<file path="src/rtl/ctr_defines.vh">
// constants shared by the control-transfer recorder files
`ifndef CTR_DEFINES_VH
`define CTR_DEFINES_VH

// sizes
`define CTR_PCW 64
`define CTR_DEPTH 16
`define CTR_DEPTH_C 5'h10
`define CTR_AW 4
`define CTR_EW 143
`define CTR_CCW 12
`define CTR_CC_MAX 12'hFFF
`define CTR_CC_ZERO 12'h000
`define CTR_CC_ONE 12'h001

// entry packing: src pc[63:1], tgt pc[63:1], type, ccv, cycle count
`define CTR_E_CC 11:0
`define CTR_E_CCV 12
`define CTR_E_TYPE 16:13
`define CTR_E_TGT 79:17
`define CTR_E_SRC 142:80

// control word, low half
`define CTR_F_U 0
`define CTR_F_S 1
`define CTR_F_M 2
`define CTR_F_MTE 6
`define CTR_F_STE 7
`define CTR_F_OVF_FRZ 11
`define CTR_F_BP_FRZ 12
`define CTR_HLO_MASK 32'h000018C7
`define CTR_VLO_MASK 32'h00000083
`define CTR_CTL_RST 32'h00000000
// control word, high half: transfer type filter bits 47:32
`define CTR_FILT 15:0
`define CTR_HI_MASK 32'h0000FFFF

// transfer types
`define CTR_T_NONE 4'h0
`define CTR_T_EXC 4'h1
`define CTR_T_INT 4'h2
`define CTR_T_RET 4'h3
`define CTR_T_NTB 4'h4
`define CTR_T_RSV6 4'h6
`define CTR_T_RSV7 4'h7

// privilege codes and nesting levels
`define CTR_PRV_U 2'h0
`define CTR_PRV_S 2'h1
`define CTR_PRV_M 2'h3
`define CTR_LVL_VU 2'h0
`define CTR_LVL_VS 2'h1
`define CTR_LVL_U 2'h1
`define CTR_LVL_S 2'h2
`define CTR_LVL_M 2'h3

// register byte offsets
`define CTR_A_HCTL_LO 8'h00
`define CTR_A_HCTL_HI 8'h04
`define CTR_A_VCTL_LO 8'h08
`define CTR_A_VCTL_HI 8'h0C
`define CTR_A_STATUS 8'h10
`define CTR_A_CLEAR 8'h14
`define CTR_A_ESEL 8'h18
`define CTR_A_ESRC_LO 8'h1C
`define CTR_A_ESRC_HI 8'h20
`define CTR_A_ETGT_LO 8'h24
`define CTR_A_ETGT_HI 8'h28
`define CTR_A_EDATA 8'h2C
`define CTR_ST_FROZEN 0
`define CTR_ST_CNT 12:8
`define CTR_D_CC 27:16
`define CTR_D_CCV 15
`define CTR_D_TYPE 3:0
`define CTR_ZERO32 32'h00000000

`endif

</file>
<file path="src/rtl/ctr_entry_mem.v">
// entry storage for the recorder, registered read port
`timescale 1ns/1ps
`include "ctr_defines.vh"
module ctr_entry_mem (
    input wire clk_i,
    input wire we_i,
    input wire [`CTR_AW-1:0] waddr_i,
    input wire [`CTR_EW-1:0] wdata_i,
    input wire [`CTR_AW-1:0] raddr_i,
    output reg [`CTR_EW-1:0] rdata_o
);

reg [`CTR_EW-1:0] mem [0:`CTR_DEPTH-1];

always @(posedge clk_i) begin
    if (we_i) begin
        mem[waddr_i] <= wdata_i;
    end
    rdata_o <= mem[raddr_i];
end

endmodule // ctr_entry_mem

</file>
<file path="src/rtl/ctr_recorder.v">
// control-transfer recorder: qualification, entry stack and register slave
`timescale 1ns/1ps
`include "ctr_defines.vh"

module ctr_recorder (
    input wire clk_i,
    input wire rst_i,
    input wire wb_cyc_i,
    input wire wb_stb_i,
    input wire wb_we_i,
    input wire [7:0] wb_adr_i,
    input wire [3:0] wb_sel_i,
    input wire [31:0] wb_dat_i,
    output reg [31:0] wb_dat_o,
    output reg wb_ack_o,
    input wire ret_valid_i,
    input wire [3:0] ret_type_i,
    input wire [`CTR_PCW-1:0] ret_src_pc_i,
    input wire [`CTR_PCW-1:0] ret_tgt_pc_i,
    input wire [1:0] ret_src_priv_i,
    input wire ret_src_virt_i,
    input wire [1:0] ret_tgt_priv_i,
    input wire ret_tgt_virt_i,
    input wire [1:0] cur_priv_i,
    input wire cur_virt_i,
    input wire debug_mode_i,
    input wire ret_debug_i,
    input wire clear_i,
    input wire ovf_irq_i,
    input wire breakpoint_i,
    output reg frozen_o,
    output reg rec_push_o
);

// ****************************************
// state
// ****************************************
reg [31:0] hctl_lo;
reg [31:0] hctl_hi;
reg [31:0] vctl_lo;
reg [31:0] vctl_hi;
reg [`CTR_AW-1:0] esel;
reg [`CTR_AW-1:0] wptr;
reg [4:0] count;
reg [`CTR_CCW-1:0] cycles;
reg ccv_ok;
reg rd_valid;
wire [`CTR_EW-1:0] rd_entry;

// ****************************************
// helpers
// ****************************************
function [31:0] merge;
    input [31:0] old;
    input [31:0] val;
    input [3:0] sel;
    input [31:0] mask;
    integer i;
    begin
        merge = old;
        for (i = 0; i < 4; i = i + 1) begin
            if (sel[i]) begin
                merge[i*8 +: 8] = val[i*8 +: 8];
            end
        end
        merge = merge & mask;
    end
endfunction

// per-privilege enables, indexed by privilege code
wire [3:0] host_en = {hctl_lo[`CTR_F_M], 1'b0, hctl_lo[`CTR_F_S],
                      hctl_lo[`CTR_F_U]};
wire [3:0] guest_en = {2'b00, vctl_lo[`CTR_F_S], vctl_lo[`CTR_F_U]};
// nesting level: VU below VS/U below S/HS below M
wire [7:0] host_lvl = {`CTR_LVL_M, `CTR_LVL_U, `CTR_LVL_S, `CTR_LVL_U};
wire [7:0] guest_lvl = {`CTR_LVL_VU, `CTR_LVL_VU, `CTR_LVL_VS, `CTR_LVL_VU};

// ****************************************
// qualification
// ****************************************
// enables from host and guest words
wire src_en = ret_src_virt_i ? guest_en[ret_src_priv_i] :
              host_en[ret_src_priv_i];
wire tgt_en = ret_tgt_virt_i ? guest_en[ret_tgt_priv_i] :
              host_en[ret_tgt_priv_i];
wire cur_en = cur_virt_i ? guest_en[cur_priv_i] : host_en[cur_priv_i];
wire [2:0] src_ix = {ret_src_priv_i, 1'b0};
wire [2:0] tgt_ix = {ret_tgt_priv_i, 1'b0};
wire [1:0] src_lvl = ret_src_virt_i ? guest_lvl[src_ix +: 2] :
                     host_lvl[src_ix +: 2];
wire [1:0] tgt_lvl = ret_tgt_virt_i ? guest_lvl[tgt_ix +: 2] :
                     host_lvl[tgt_ix +: 2];

// opt-in bit per level from host word and guest word
wire [3:0] lvl_te;
assign lvl_te[0] = 1'b0;
assign lvl_te[`CTR_LVL_VS] = vctl_lo[`CTR_F_STE];
assign lvl_te[`CTR_LVL_S] = hctl_lo[`CTR_F_STE];
assign lvl_te[`CTR_LVL_M] = hctl_lo[`CTR_F_MTE];

// every level above source up to target must opt in
wire [3:0] lvl_ok;
genvar g;
generate
    for (g = 0; g < 4; g = g + 1) begin : g_lvl
        assign lvl_ok[g] = !((src_lvl < g) && (tgt_lvl >= g)) ||
                           lvl_te[g];
    end
endgenerate
wire ext_ok = &lvl_ok;

// filter bits from the guest word when virtualization is involved
wire use_vs = ret_src_virt_i | ret_tgt_virt_i;
wire [15:0] filt = use_vs ? vctl_hi[`CTR_FILT] : hctl_hi[`CTR_FILT];
// not-taken branches opt in, the rest opt out
wire inhibit = (ret_type_i == `CTR_T_NTB) ? !filt[ret_type_i] :
               filt[ret_type_i];
wire type_ok = (ret_type_i != `CTR_T_NONE) &&
               (ret_type_i != `CTR_T_RSV6) &&
               (ret_type_i != `CTR_T_RSV7);
wire is_trap = (ret_type_i == `CTR_T_EXC) || (ret_type_i == `CTR_T_INT);
wire is_ret = (ret_type_i == `CTR_T_RET);

reg next_take;
reg next_zero_src;
reg next_zero_tgt;
always @* begin
    next_take = 1'b0;
    next_zero_src = 1'b0;
    next_zero_tgt = 1'b0;
    if (is_trap) begin
        if (src_en && tgt_en) begin
            next_take = !inhibit;
        end else if (tgt_en) begin
            next_take = !inhibit;
            next_zero_src = 1'b1;
        end else if (src_en) begin
            next_take = ext_ok;
            next_zero_tgt = 1'b1;
        end
    end else if (is_ret) begin
        if (src_en) begin
            next_take = !inhibit;
            next_zero_tgt = !tgt_en;
        end
    end else begin
        next_take = src_en && !inhibit && type_ok;
    end
end

// purely combinational, no feedback to retirement
wire record = ret_valid_i && next_take && !frozen_o &&
              !debug_mode_i && !ret_debug_i;

// ****************************************
// register bus decode
// ****************************************
wire req = wb_cyc_i && wb_stb_i && !wb_ack_o;
wire wr = req && wb_we_i;
wire wr_hlo = wr && (wb_adr_i == `CTR_A_HCTL_LO);
wire wr_hhi = wr && (wb_adr_i == `CTR_A_HCTL_HI);
wire wr_vlo = wr && (wb_adr_i == `CTR_A_VCTL_LO);
wire wr_vhi = wr && (wb_adr_i == `CTR_A_VCTL_HI);
wire wr_ctl = wr_hlo || wr_hhi || wr_vlo || wr_vhi;
wire wr_clr = wr && (wb_adr_i == `CTR_A_CLEAR) && wb_sel_i[0] &&
              wb_dat_i[0];
wire clear = clear_i || wr_clr;
wire unfreeze = wr && (wb_adr_i == `CTR_A_STATUS) && wb_sel_i[0] &&
                !wb_dat_i[`CTR_ST_FROZEN];
// freeze controls from the host word
wire freeze = (ovf_irq_i && hctl_lo[`CTR_F_OVF_FRZ]) ||
              (breakpoint_i && hctl_lo[`CTR_F_BP_FRZ]);

always @(posedge clk_i) begin
    if (rst_i) begin
        hctl_lo <= `CTR_CTL_RST;
        hctl_hi <= `CTR_CTL_RST;
        vctl_lo <= `CTR_CTL_RST;
        vctl_hi <= `CTR_CTL_RST;
        esel <= {`CTR_AW{1'b0}};
    end else begin
        if (wr_hlo) begin
            hctl_lo <= merge(hctl_lo, wb_dat_i, wb_sel_i, `CTR_HLO_MASK);
        end
        if (wr_hhi) begin
            hctl_hi <= merge(hctl_hi, wb_dat_i, wb_sel_i, `CTR_HI_MASK);
        end
        if (wr_vlo) begin
            vctl_lo <= merge(vctl_lo, wb_dat_i, wb_sel_i, `CTR_VLO_MASK);
        end
        if (wr_vhi) begin
            vctl_hi <= merge(vctl_hi, wb_dat_i, wb_sel_i, `CTR_HI_MASK);
        end
        if (wr && (wb_adr_i == `CTR_A_ESEL) && wb_sel_i[0]) begin
            esel <= wb_dat_i[`CTR_AW-1:0];
        end
    end
end

// frozen: a freeze event wins over a software unfreeze
always @(posedge clk_i) begin
    if (rst_i) begin
        frozen_o <= 1'b0;
    end else if (freeze) begin
        frozen_o <= 1'b1;
    end else if (unfreeze) begin
        frozen_o <= 1'b0;
    end
end

// ****************************************
// entry stack
// ****************************************
// circular store: newest at wptr-1, oldest overwritten
// at most one push per cycle, taken in retirement order
always @(posedge clk_i) begin
    if (rst_i) begin
        wptr <= {`CTR_AW{1'b0}};
        count <= 5'h00;
        rec_push_o <= 1'b0;
    end else begin
        rec_push_o <= record;
        if (clear) begin
            count <= 5'h00;
        end else if (record && (count != `CTR_DEPTH_C)) begin
            count <= count + 5'h01;
        end
        if (record) begin
            wptr <= wptr + 1'b1;
        end
    end
end

// elapsed cycles while active, restart on control write or clear
always @(posedge clk_i) begin
    if (rst_i) begin
        cycles <= `CTR_CC_ZERO;
        ccv_ok <= 1'b0;
    end else if (wr_ctl || clear) begin
        cycles <= `CTR_CC_ZERO;
        ccv_ok <= !clear && ccv_ok;
    end else if (record) begin
        cycles <= `CTR_CC_ZERO;
        ccv_ok <= 1'b1;
    end else if (cur_en && !frozen_o && !debug_mode_i &&
                 (cycles != `CTR_CC_MAX)) begin
        cycles <= cycles + `CTR_CC_ONE;
    end
end

// fill every field, forcing pcs to zero as decided
wire [`CTR_EW-1:0] wentry = {
    next_zero_src ? {(`CTR_PCW-1){1'b0}} : ret_src_pc_i[`CTR_PCW-1:1],
    next_zero_tgt ? {(`CTR_PCW-1){1'b0}} : ret_tgt_pc_i[`CTR_PCW-1:1],
    ret_type_i, ccv_ok, cycles};
wire [`CTR_AW-1:0] raddr = wptr - esel - 1'b1;

ctr_entry_mem u_mem (
    .clk_i(clk_i),
    .we_i(record),
    .waddr_i(wptr),
    .wdata_i(wentry),
    .raddr_i(raddr),
    .rdata_o(rd_entry)
);

// entries beyond the occupied depth read as zero
always @(posedge clk_i) begin
    if (rst_i) begin
        rd_valid <= 1'b0;
    end else begin
        rd_valid <= ({1'b0, esel} < count);
    end
end

// ****************************************
// read mux and acknowledge
// ****************************************
wire [`CTR_PCW-1:0] e_src = {rd_entry[`CTR_E_SRC], 1'b0};
wire [`CTR_PCW-1:0] e_tgt = {rd_entry[`CTR_E_TGT], 1'b0};
reg [31:0] next_rdata;
always @* begin
    next_rdata = `CTR_ZERO32;
    case (wb_adr_i)
        `CTR_A_HCTL_LO: next_rdata = hctl_lo;
        `CTR_A_HCTL_HI: next_rdata = hctl_hi;
        `CTR_A_VCTL_LO: next_rdata = vctl_lo;
        `CTR_A_VCTL_HI: next_rdata = vctl_hi;
        `CTR_A_STATUS: begin
            next_rdata[`CTR_ST_FROZEN] = frozen_o;
            next_rdata[`CTR_ST_CNT] = count;
        end
        `CTR_A_ESEL: next_rdata[`CTR_AW-1:0] = esel;
        `CTR_A_ESRC_LO: begin
            // valid bit rides in bit 0
            if (rd_valid) begin
                next_rdata = {e_src[31:1], 1'b1};
            end
        end
        `CTR_A_ESRC_HI: next_rdata = rd_valid ? e_src[63:32] : `CTR_ZERO32;
        `CTR_A_ETGT_LO: next_rdata = rd_valid ? e_tgt[31:0] : `CTR_ZERO32;
        `CTR_A_ETGT_HI: next_rdata = rd_valid ? e_tgt[63:32] : `CTR_ZERO32;
        `CTR_A_EDATA: begin
            if (rd_valid) begin
                next_rdata[`CTR_D_TYPE] = rd_entry[`CTR_E_TYPE];
                next_rdata[`CTR_D_CCV] = rd_entry[`CTR_E_CCV];
                next_rdata[`CTR_D_CC] = rd_entry[`CTR_E_CC];
            end
        end
        default: next_rdata = `CTR_ZERO32;
    endcase
end

always @(posedge clk_i) begin
    if (rst_i) begin
        wb_ack_o <= 1'b0;
        wb_dat_o <= `CTR_ZERO32;
    end else begin
        wb_ack_o <= req;
        if (req && !wb_we_i) begin
            wb_dat_o <= next_rdata;
        end
    end
end

endmodule // ctr_recorder

</file>
<file path="config.mk">
export PLATFORM = sky130hd
export DESIGN_NAME = ctr_recorder
export DESIGN_NICKNAME = d
export VERILOG_FILES = /design/src/rtl/ctr_entry_mem.v /design/src/rtl/ctr_recorder.v
export VERILOG_INCLUDE_DIRS = /design/src /design/src/rtl
export SDC_FILE = /design/constraint.sdc
export NUM_CORES = 2
export LEC_CHECK = 0
export BUFFER_PORTS_ARGS = -buffer_cell sky130_fd_sc_hd__buf_2
export CAP_MARGIN = 0
export CORE_MARGIN = 10
export CORE_UTILIZATION = 40
export DETAILED_ROUTE_END_ITERATION = 16
export HOLD_SLACK_MARGIN = 0.02
export PLACE_DENSITY_LB_ADDON = 0.25
export SETUP_SLACK_MARGIN = 0.2
export SLEW_MARGIN = 20
export SYNTH_ARGS = -nofsm -noshare
export SYNTH_HDL_FRONTEND = slang
export SYNTH_SLANG_ARGS = --single-unit
</file>
<file path="constraint.sdc">
create_clock -name clk_i -period 13.3 [get_ports clk_i]
set_input_delay 1.33 -clock clk_i [delete_from_list [all_inputs] [get_ports clk_i]]
set_output_delay 1.33 -clock clk_i [all_outputs]
set_load 0.005 [all_outputs]
</file>
---- After elaboration in Yosys (flattened, before gate mapping) ----
Memory sizes are Yosys's and may differ from the RTL's. A register that Yosys moved wholly into a read port is not among the register bits.
Cells that the tools add are included.
storage, ports and cells
  latch bits .............................. 0
  memories kept ........................... 1
  output and inout bits ................... 35
  register bits ........................... 104
  word-level logic and storage cells ...... 187
  input bits .............................. 196
  RAM bits ................................ 2288
  ROM bits ................................ 0
operators by class
  muxes and demuxes ....................... 57
  multiply operators ...................... 0
  shifts and indexed selects .............. 4
  equality and inequality tests ........... 19
  reduce and logical (&&, ||, !) cells .... 72
  divide/modulo/power cells ............... 0
  add/subtract/negate cells ............... 5
  bitwise gates (word level) .............. 1
  order comparisons ....................... 11
memory list
  memory     words  bits a word  read ports  clocked after Yosys merged registers in  wr ports  RTL line            RTL
  u_mem.mem  16     143          1           1                                        1         ctr_entry_mem.v:13  reg [`CTR_EW-1:0] mem [0:`CTR_DEPTH-1];
operators by type and width
  operator                  number
  $mux W32                  4
  $mux W63                  2
  $pmux W13 S7              1
  $pmux W5 S8               1
  $logic_and A1 B1 Y1       35
  $eq A8 B5 Y1 const B      4
  $eq A8 B6 Y1 const B      4
  $mux W1                   32
  $pmux W4 S8               1
  $shiftx A8 B4 Y2 const A  4
  $pmux W3 S10              1
  $eq A8 B4 Y1 const B      2
  $mux W16                  1
  $pmux W4 S4               1
  $reduce_and A2 Y1         7
  $logic_not A1 Y1          13
  $mux W13                  1
  $add A12 B1 Y12 const B   1
  $bmux W1 S2               6
  $ne A12 B12 Y1 const B    1
  $pmux W2 S6               1
  $pmux W1 S11              1
  $logic_or A1 B1 Y1        10
  $lt A2 B3 Y1 const B      3
  26 further kinds          32

---- Longest topological paths before layout ----
  depth in word-level cells ............... 17
  mapped depth ............................ 10
  gate-level depth less buffers ........... 9

---- Cells and area by module ----
A second synthesis with hierarchy kept.
second synthesis, totals
  cell total of the unflattened synthesis .. 4636
  area total of the unflattened synthesis .. 95699.3 µm²
modules (own cells, without submodules)
  module         area an instance (µm²)  times used  cells each  sequential area each (µm²)
  ctr_entry_mem  88818.9                 1           3741        71568.6
  ctr_recorder   6880.3                  1           895         2082.0

---- Least setup slack after synthesis ----
No wires, ideal clock.
  kind .................................... input to register
  start ................................... in ret_src_virt_i
  end ..................................... mem u_mem.mem[1][0] (netlist name), enable pin
  setup time .............................. 0.520 ns
  slack ................................... 6.263 ns
  arrival time ............................ 6.517 ns
  cell stages on the path ................. 8
  path buffers ............................ 1
  required time ........................... 12.780 ns
  path through ............................ nor2_2 -> mux2_4 -> a2111oi_2 -> o2bb2a_4 -> a21o_4 -> a21oi_4 -> buf_4 -> and3_1
on the way
  cells in the longest elaborated chain, start to end .. 17
  elaborated cells on any way between the ends .. 37
  classes of those cells .................. order compare: 3; mux: 14; bitwise: 1; reduce/logical: 19
RTL lines
  what                                 RTL line                                RTL
  start, declared                      ctr_recorder.v:21                       input wire ret_src_virt_i,
  $or A1 B1 Y1                         ctr_recorder.v:113                      wire use_vs = ret_src_virt_i | ret_tgt_virt_i;
  $mux W16                             ctr_recorder.v:114                      wire [15:0] filt = use_vs ? vctl_hi[`CTR_FILT] : hctl_hi[`CTR_FILT];
  $bmux W1 S4                          ctr_recorder.v:116, ctr_recorder.v:117
  $mux W1 (implied by the code)        ctr_recorder.v:116, ctr_recorder.v:117
  $logic_not A1 Y1                     ctr_recorder.v:116                      wire inhibit = (ret_type_i == `CTR_T_NTB) ? !filt[ret_type_i] :
  $mux W1                              ctr_recorder.v:116
  $logic_not A1 Y1                     --
  $logic_and A1 B1 Y1 (2 in series)    ctr_recorder.v:147                      next_take = src_en && !inhibit && type_ok;
  $mux W1                              ctr_recorder.v:141                      end else if (is_ret) begin
  $mux W1 *                            ctr_recorder.v:131                      if (is_trap) begin
  $logic_and A1 B1 Y1 * (3 in series)  ctr_recorder.v:152                      wire record = ret_valid_i && next_take && !frozen_o &&
  $logic_and A1 B1 Y1 *                ctr_recorder.v:153                      !debug_mode_i && !ret_debug_i;
  $mux W1 *                            ctr_entry_mem.v:16                      if (we_i) begin
  $mux W1 (implied by the code) *      ctr_entry_mem.v:17                      mem[waddr_i] <= wdata_i;
  end, declared                        ctr_entry_mem.v:13
Mark *: on every way between the ends. The rest lies on a longest branch, timed or not. The select of a mux whose other input is x is not followed.

---- Worst setup path in the final report ----
  start ................................... in ret_tgt_virt_i
  end ..................................... mem u_mem.mem[0][25] (netlist name), enable pin
on the way
  cells in the longest elaborated chain, start to end .. 17
  elaborated cells on any way between the ends .. 37
  classes of those cells .................. order compare: 3; mux: 14; bitwise: 1; reduce/logical: 19
RTL lines
  what                                 RTL line                                RTL
  start, declared                      ctr_recorder.v:23                       input wire ret_tgt_virt_i,
  $or A1 B1 Y1                         ctr_recorder.v:113
  $mux W16                             ctr_recorder.v:114
  $bmux W1 S4                          ctr_recorder.v:116, ctr_recorder.v:117
  $mux W1 (implied by the code)        ctr_recorder.v:116, ctr_recorder.v:117
  $logic_not A1 Y1                     ctr_recorder.v:116
  $mux W1                              ctr_recorder.v:116
  $logic_not A1 Y1                     --
  $logic_and A1 B1 Y1 (2 in series)    ctr_recorder.v:147
  $mux W1                              ctr_recorder.v:141
  $mux W1 *                            ctr_recorder.v:131
  $logic_and A1 B1 Y1 * (3 in series)  ctr_recorder.v:152
  $logic_and A1 B1 Y1 *                ctr_recorder.v:153
  $mux W1 *                            ctr_entry_mem.v:16
  $mux W1 (implied by the code) *      ctr_entry_mem.v:17
Marks and branches as above.

==> results.toml <==
[synth]
synth_top_cell_by_area = "edfxtp_1"
yosysUniqueCellTypes = 76
yosys-top-cells-area = "edfxtp_1 (71%), mux4_2 (13%), dfxtp_1 (5.1%), nand2_1 (2.5%), and3_1 (1.0%)"
yosysTopAreaCellShare = 0.709
synth-edff-count = 2288
synth_warnings = 0
synthesis.instances = 5055
synthTopCellsByCount = "edfxtp_1 (2288), nand2_1 (639), mux4_2 (576)"
synth_seq_area_share = 0.760
syn-num-nets = 5267
synth-async-reset-ratio = 0
yosysMostFrequentCell = "edfxtp_1"
synth_ff_type = "edfxtp_1"
syn_area_sq_um = 96900
syn_avg_cell_area_sq_um = 19.2
ys_seq_elements = 2535

[drt]
routed_wl_mm = 267
drt_pass1_iterations = 5
antenna_left = 0
drc = 0
vias = 49900
viasPerCell = 5.67
routedWlPerCell_um = 30.3
first_iter_violations = 4840

[critical_path]
crit_path_cell_trace = "buf_2 > nor2_2 > mux2_4 > a2111oi_2 > o2bb2a_4 > a21o_4 > a21oi_4 > and3_4 > buf_4 > buf_4"
cp_common_cell = "buf_4"
cp.arrival_ns = 6.56
critPathKind = "input port to flop"
cp_max_fo = 42
crit_buf_inv = 3
critPathMaxStageDelay_ns = 0.98
crit_family = "buffers and inverters"
slowest_stage = "and3_4"
startpoint_type = "input port"
required_ns = 13.80
end_kind = "flop"

[clocking]
cts_buffer_depth = 4
cts_resized = 0
cts_root_buf = "clkbuf_16"
clkTransAtPathRegs_ns = 0.06
cts_made_buffers = 282
ctsHtreeMaxLevel = 5
numClockSinks = 2535
cts_tree = "yes"
clk_latency_ns = 0.93
hold_buffers = 0
cts_setup_buffers = 0

[placement]
io_buffers = 210
hpwl_mm = 144
placed_cells = 8271
gp_congestion = 0.795
placed_cell_area_sq_um = 102000

[final_layout]
final_area_sq_um = 111000
n_fill_cell = 20300
num-nets-final = 5582
layout.cells.non_filler = 8796
syn_to_final_growth_pct = 14.4
drive_gt1_frac = 0.240

[timing]
finalHoldViolCount = 0
finalCritPeriodShare = 0.456
worst_pin_slew_ns = 1.21
maxSlewViolCount = 0
finClkSkew_ns = 0.0738
setup_viol = 0
finalSetupTns_ns = 0
grt_setup_unrepaired = "no"
slew_headroom = 0.185
fin_crit_ns = 6.06
fmax_mhz = 165

[grt]
grt_overflow = 0
antenna_found_initial = 33
grt_pass1_vias = 50800
grt_max_degree = 108
grt_pass1_wl_mm = 379
grt_use_total = 0.198

[power_and_ir_drop]
max-vdd-ir-drop_mv = 0.105
combPwrFrac = 0.023
p_clk_frac = 0.452
power_frac_seq = 0.526
cellLeakagePower_nw = 37.1
power_w = 0.0166
p_per_area_nw_per_um2 = 150
p_int_w = 0.0133
p_switching_w = 0.00332
p_sw_frac = 0.201

[floorplan]
start_util = 0.402
io_pins = 231
fp.dieArea_sq_um = 262000
row_count = 180
dieHeight_um = 512
core_region_area_sq_um = 241000
die_w_um = 512

[hold_path]
worstHoldPathType = "flop to flop"

[job]
cap_violations = 0

[run_status]
outcome = "completed"
[sequential cells by signal (all words and copies together), names as in the netlist]
| signal | cells |
|---|---|
| u_mem.mem | 2288 |
| u_mem.rdata_o | 143 |
| wb_dat_o | 32 |
| hctl_hi | 16 |
| vctl_hi | 16 |
| cycles | 12 |
| hctl_lo | 7 |
| count | 5 |
| esel | 4 |
| wptr | 4 |
| vctl_lo | 3 |
| ccv_ok | 1 |
| frozen_o | 1 |
| rd_valid | 1 |
| rec_push_o | 1 |
| wb_ack_o | 1 |
[layout by cell type (no fill, tap or decap), drive strengths merged, types with 16 or more instances in the layout]
| master | synthesis | final |
|---|---|---|
| clkbuf | 192 | 387 |
| mux4 | 576 | 576 |
| edfxtp | 2288 | 2288 |
| nand2 | 639 | 639 |
| diode | 0 | 35 |
| nand3 | 37 | 37 |
| buf | 90 | 313 |
| o21ai | 40 | 40 |
| and2 | 134 | 134 |
| nor2b | 16 | 16 |
| clkinv | 2 | 80 |
| a21oi | 62 | 62 |
| inv | 19 | 24 |
| a31oi | 146 | 146 |
| a22oi | 49 | 49 |
| nor2 | 110 | 110 |
| mux2i | 71 | 71 |
| and3 | 159 | 159 |
| dfxtp | 247 | 247 |
[worst paths after layout]
check            startpoint          endpoint  slack, ns  cells after the start
max          ret_tgt_virt_i  u_mem.mem[0][25]       7.24                     10
min             wb_dat_o[9]       wb_dat_o[9]       0.46                      2
min reg2reg     wb_dat_o[9]       wb_dat_o[9]       0.46                      2
max reg2reg      vctl_lo[1]  u_mem.mem[0][25]       7.87                      9
[cells by family (layout without fill, tap and decap cells)]
kind of cell	count (synthesis)	in the layout	share of synthesized area
adder cells (fa/ha/maj)	16	16	0.00214
AND/OR/NAND/NOR	1164	1164	0.0559
flip-flops	2535	2535	0.760
buffers and inverters	303	824	0.0127
XOR/XNOR	16	16	0.00145
other	0	35	0
AO/OA/AOI/OAI	362	362	0.0246
multiplexers	659	659	0.143
[per-stage QoR]
| stage | hold slack (ns) | setup WS (ns) | utilization |
|---|---|---|---|
| 4_1_cts | 0.458 | 7.26 | 0.460 |
| 3_3_place_gp | 0.449 | 6.37 | 0.423 |
| 2_1_floorplan | 0.441 | 6.26 | - |
| 3_5_place_dp | 0.449 | 6.32 | 0.423 |
| 5_1_grt | 0.471 | 7.10 | 0.460 |
| 6_report | 0.459 | 7.24 | 0.460 |
[tightest hold or removal path, stage by stage (launching register included)]
cell and delay (ns):
dfxtp_1 0.31, nand2_1 0.05, a21oi_1 0.05
[layout make-up]
type	count	area (sq um)	area share
Antenna cell	35	87.6	0.000791
Clock buffer	387	7930	0.0716
Clock inverter	103	890	0.00803
Inverter	21	78.8	0.000712
Multi-Input combinational cell	2217	22200	0.200
Sequential cell	2535	73700	0.665
Tap cell	3185	3990	0.0360
Timing Repair Buffer	313	1990	0.0180
[metal layers]
metal / track usage / wire length (um) / vias to the layer above
met4: 0.0746 / 11300 / 8
met2: 0.322 / 128000 / 1833
met3: 0.0337 / 17200 / 432
li1: - / - / 20900
met5: 0 / 63 / -
met1: 0.269 / 110000 / 26700
[power groups by stage]
stage | Sequential (W) | Combinational [W] | Clock (W)
floorplan | 0.00886 | 0.000208 | 0
global placement | 0.00888 | 0.000371 | 0
detailed placement | 0.00888 | 0.000380 | 0
CTS | 0.00871 | 0.000381 | 0.00761
global route | 0.00871 | 0.000406 | 0.00792
finish | 0.00871 | 0.000375 | 0.00749
(Power assumes the default switching activity.)
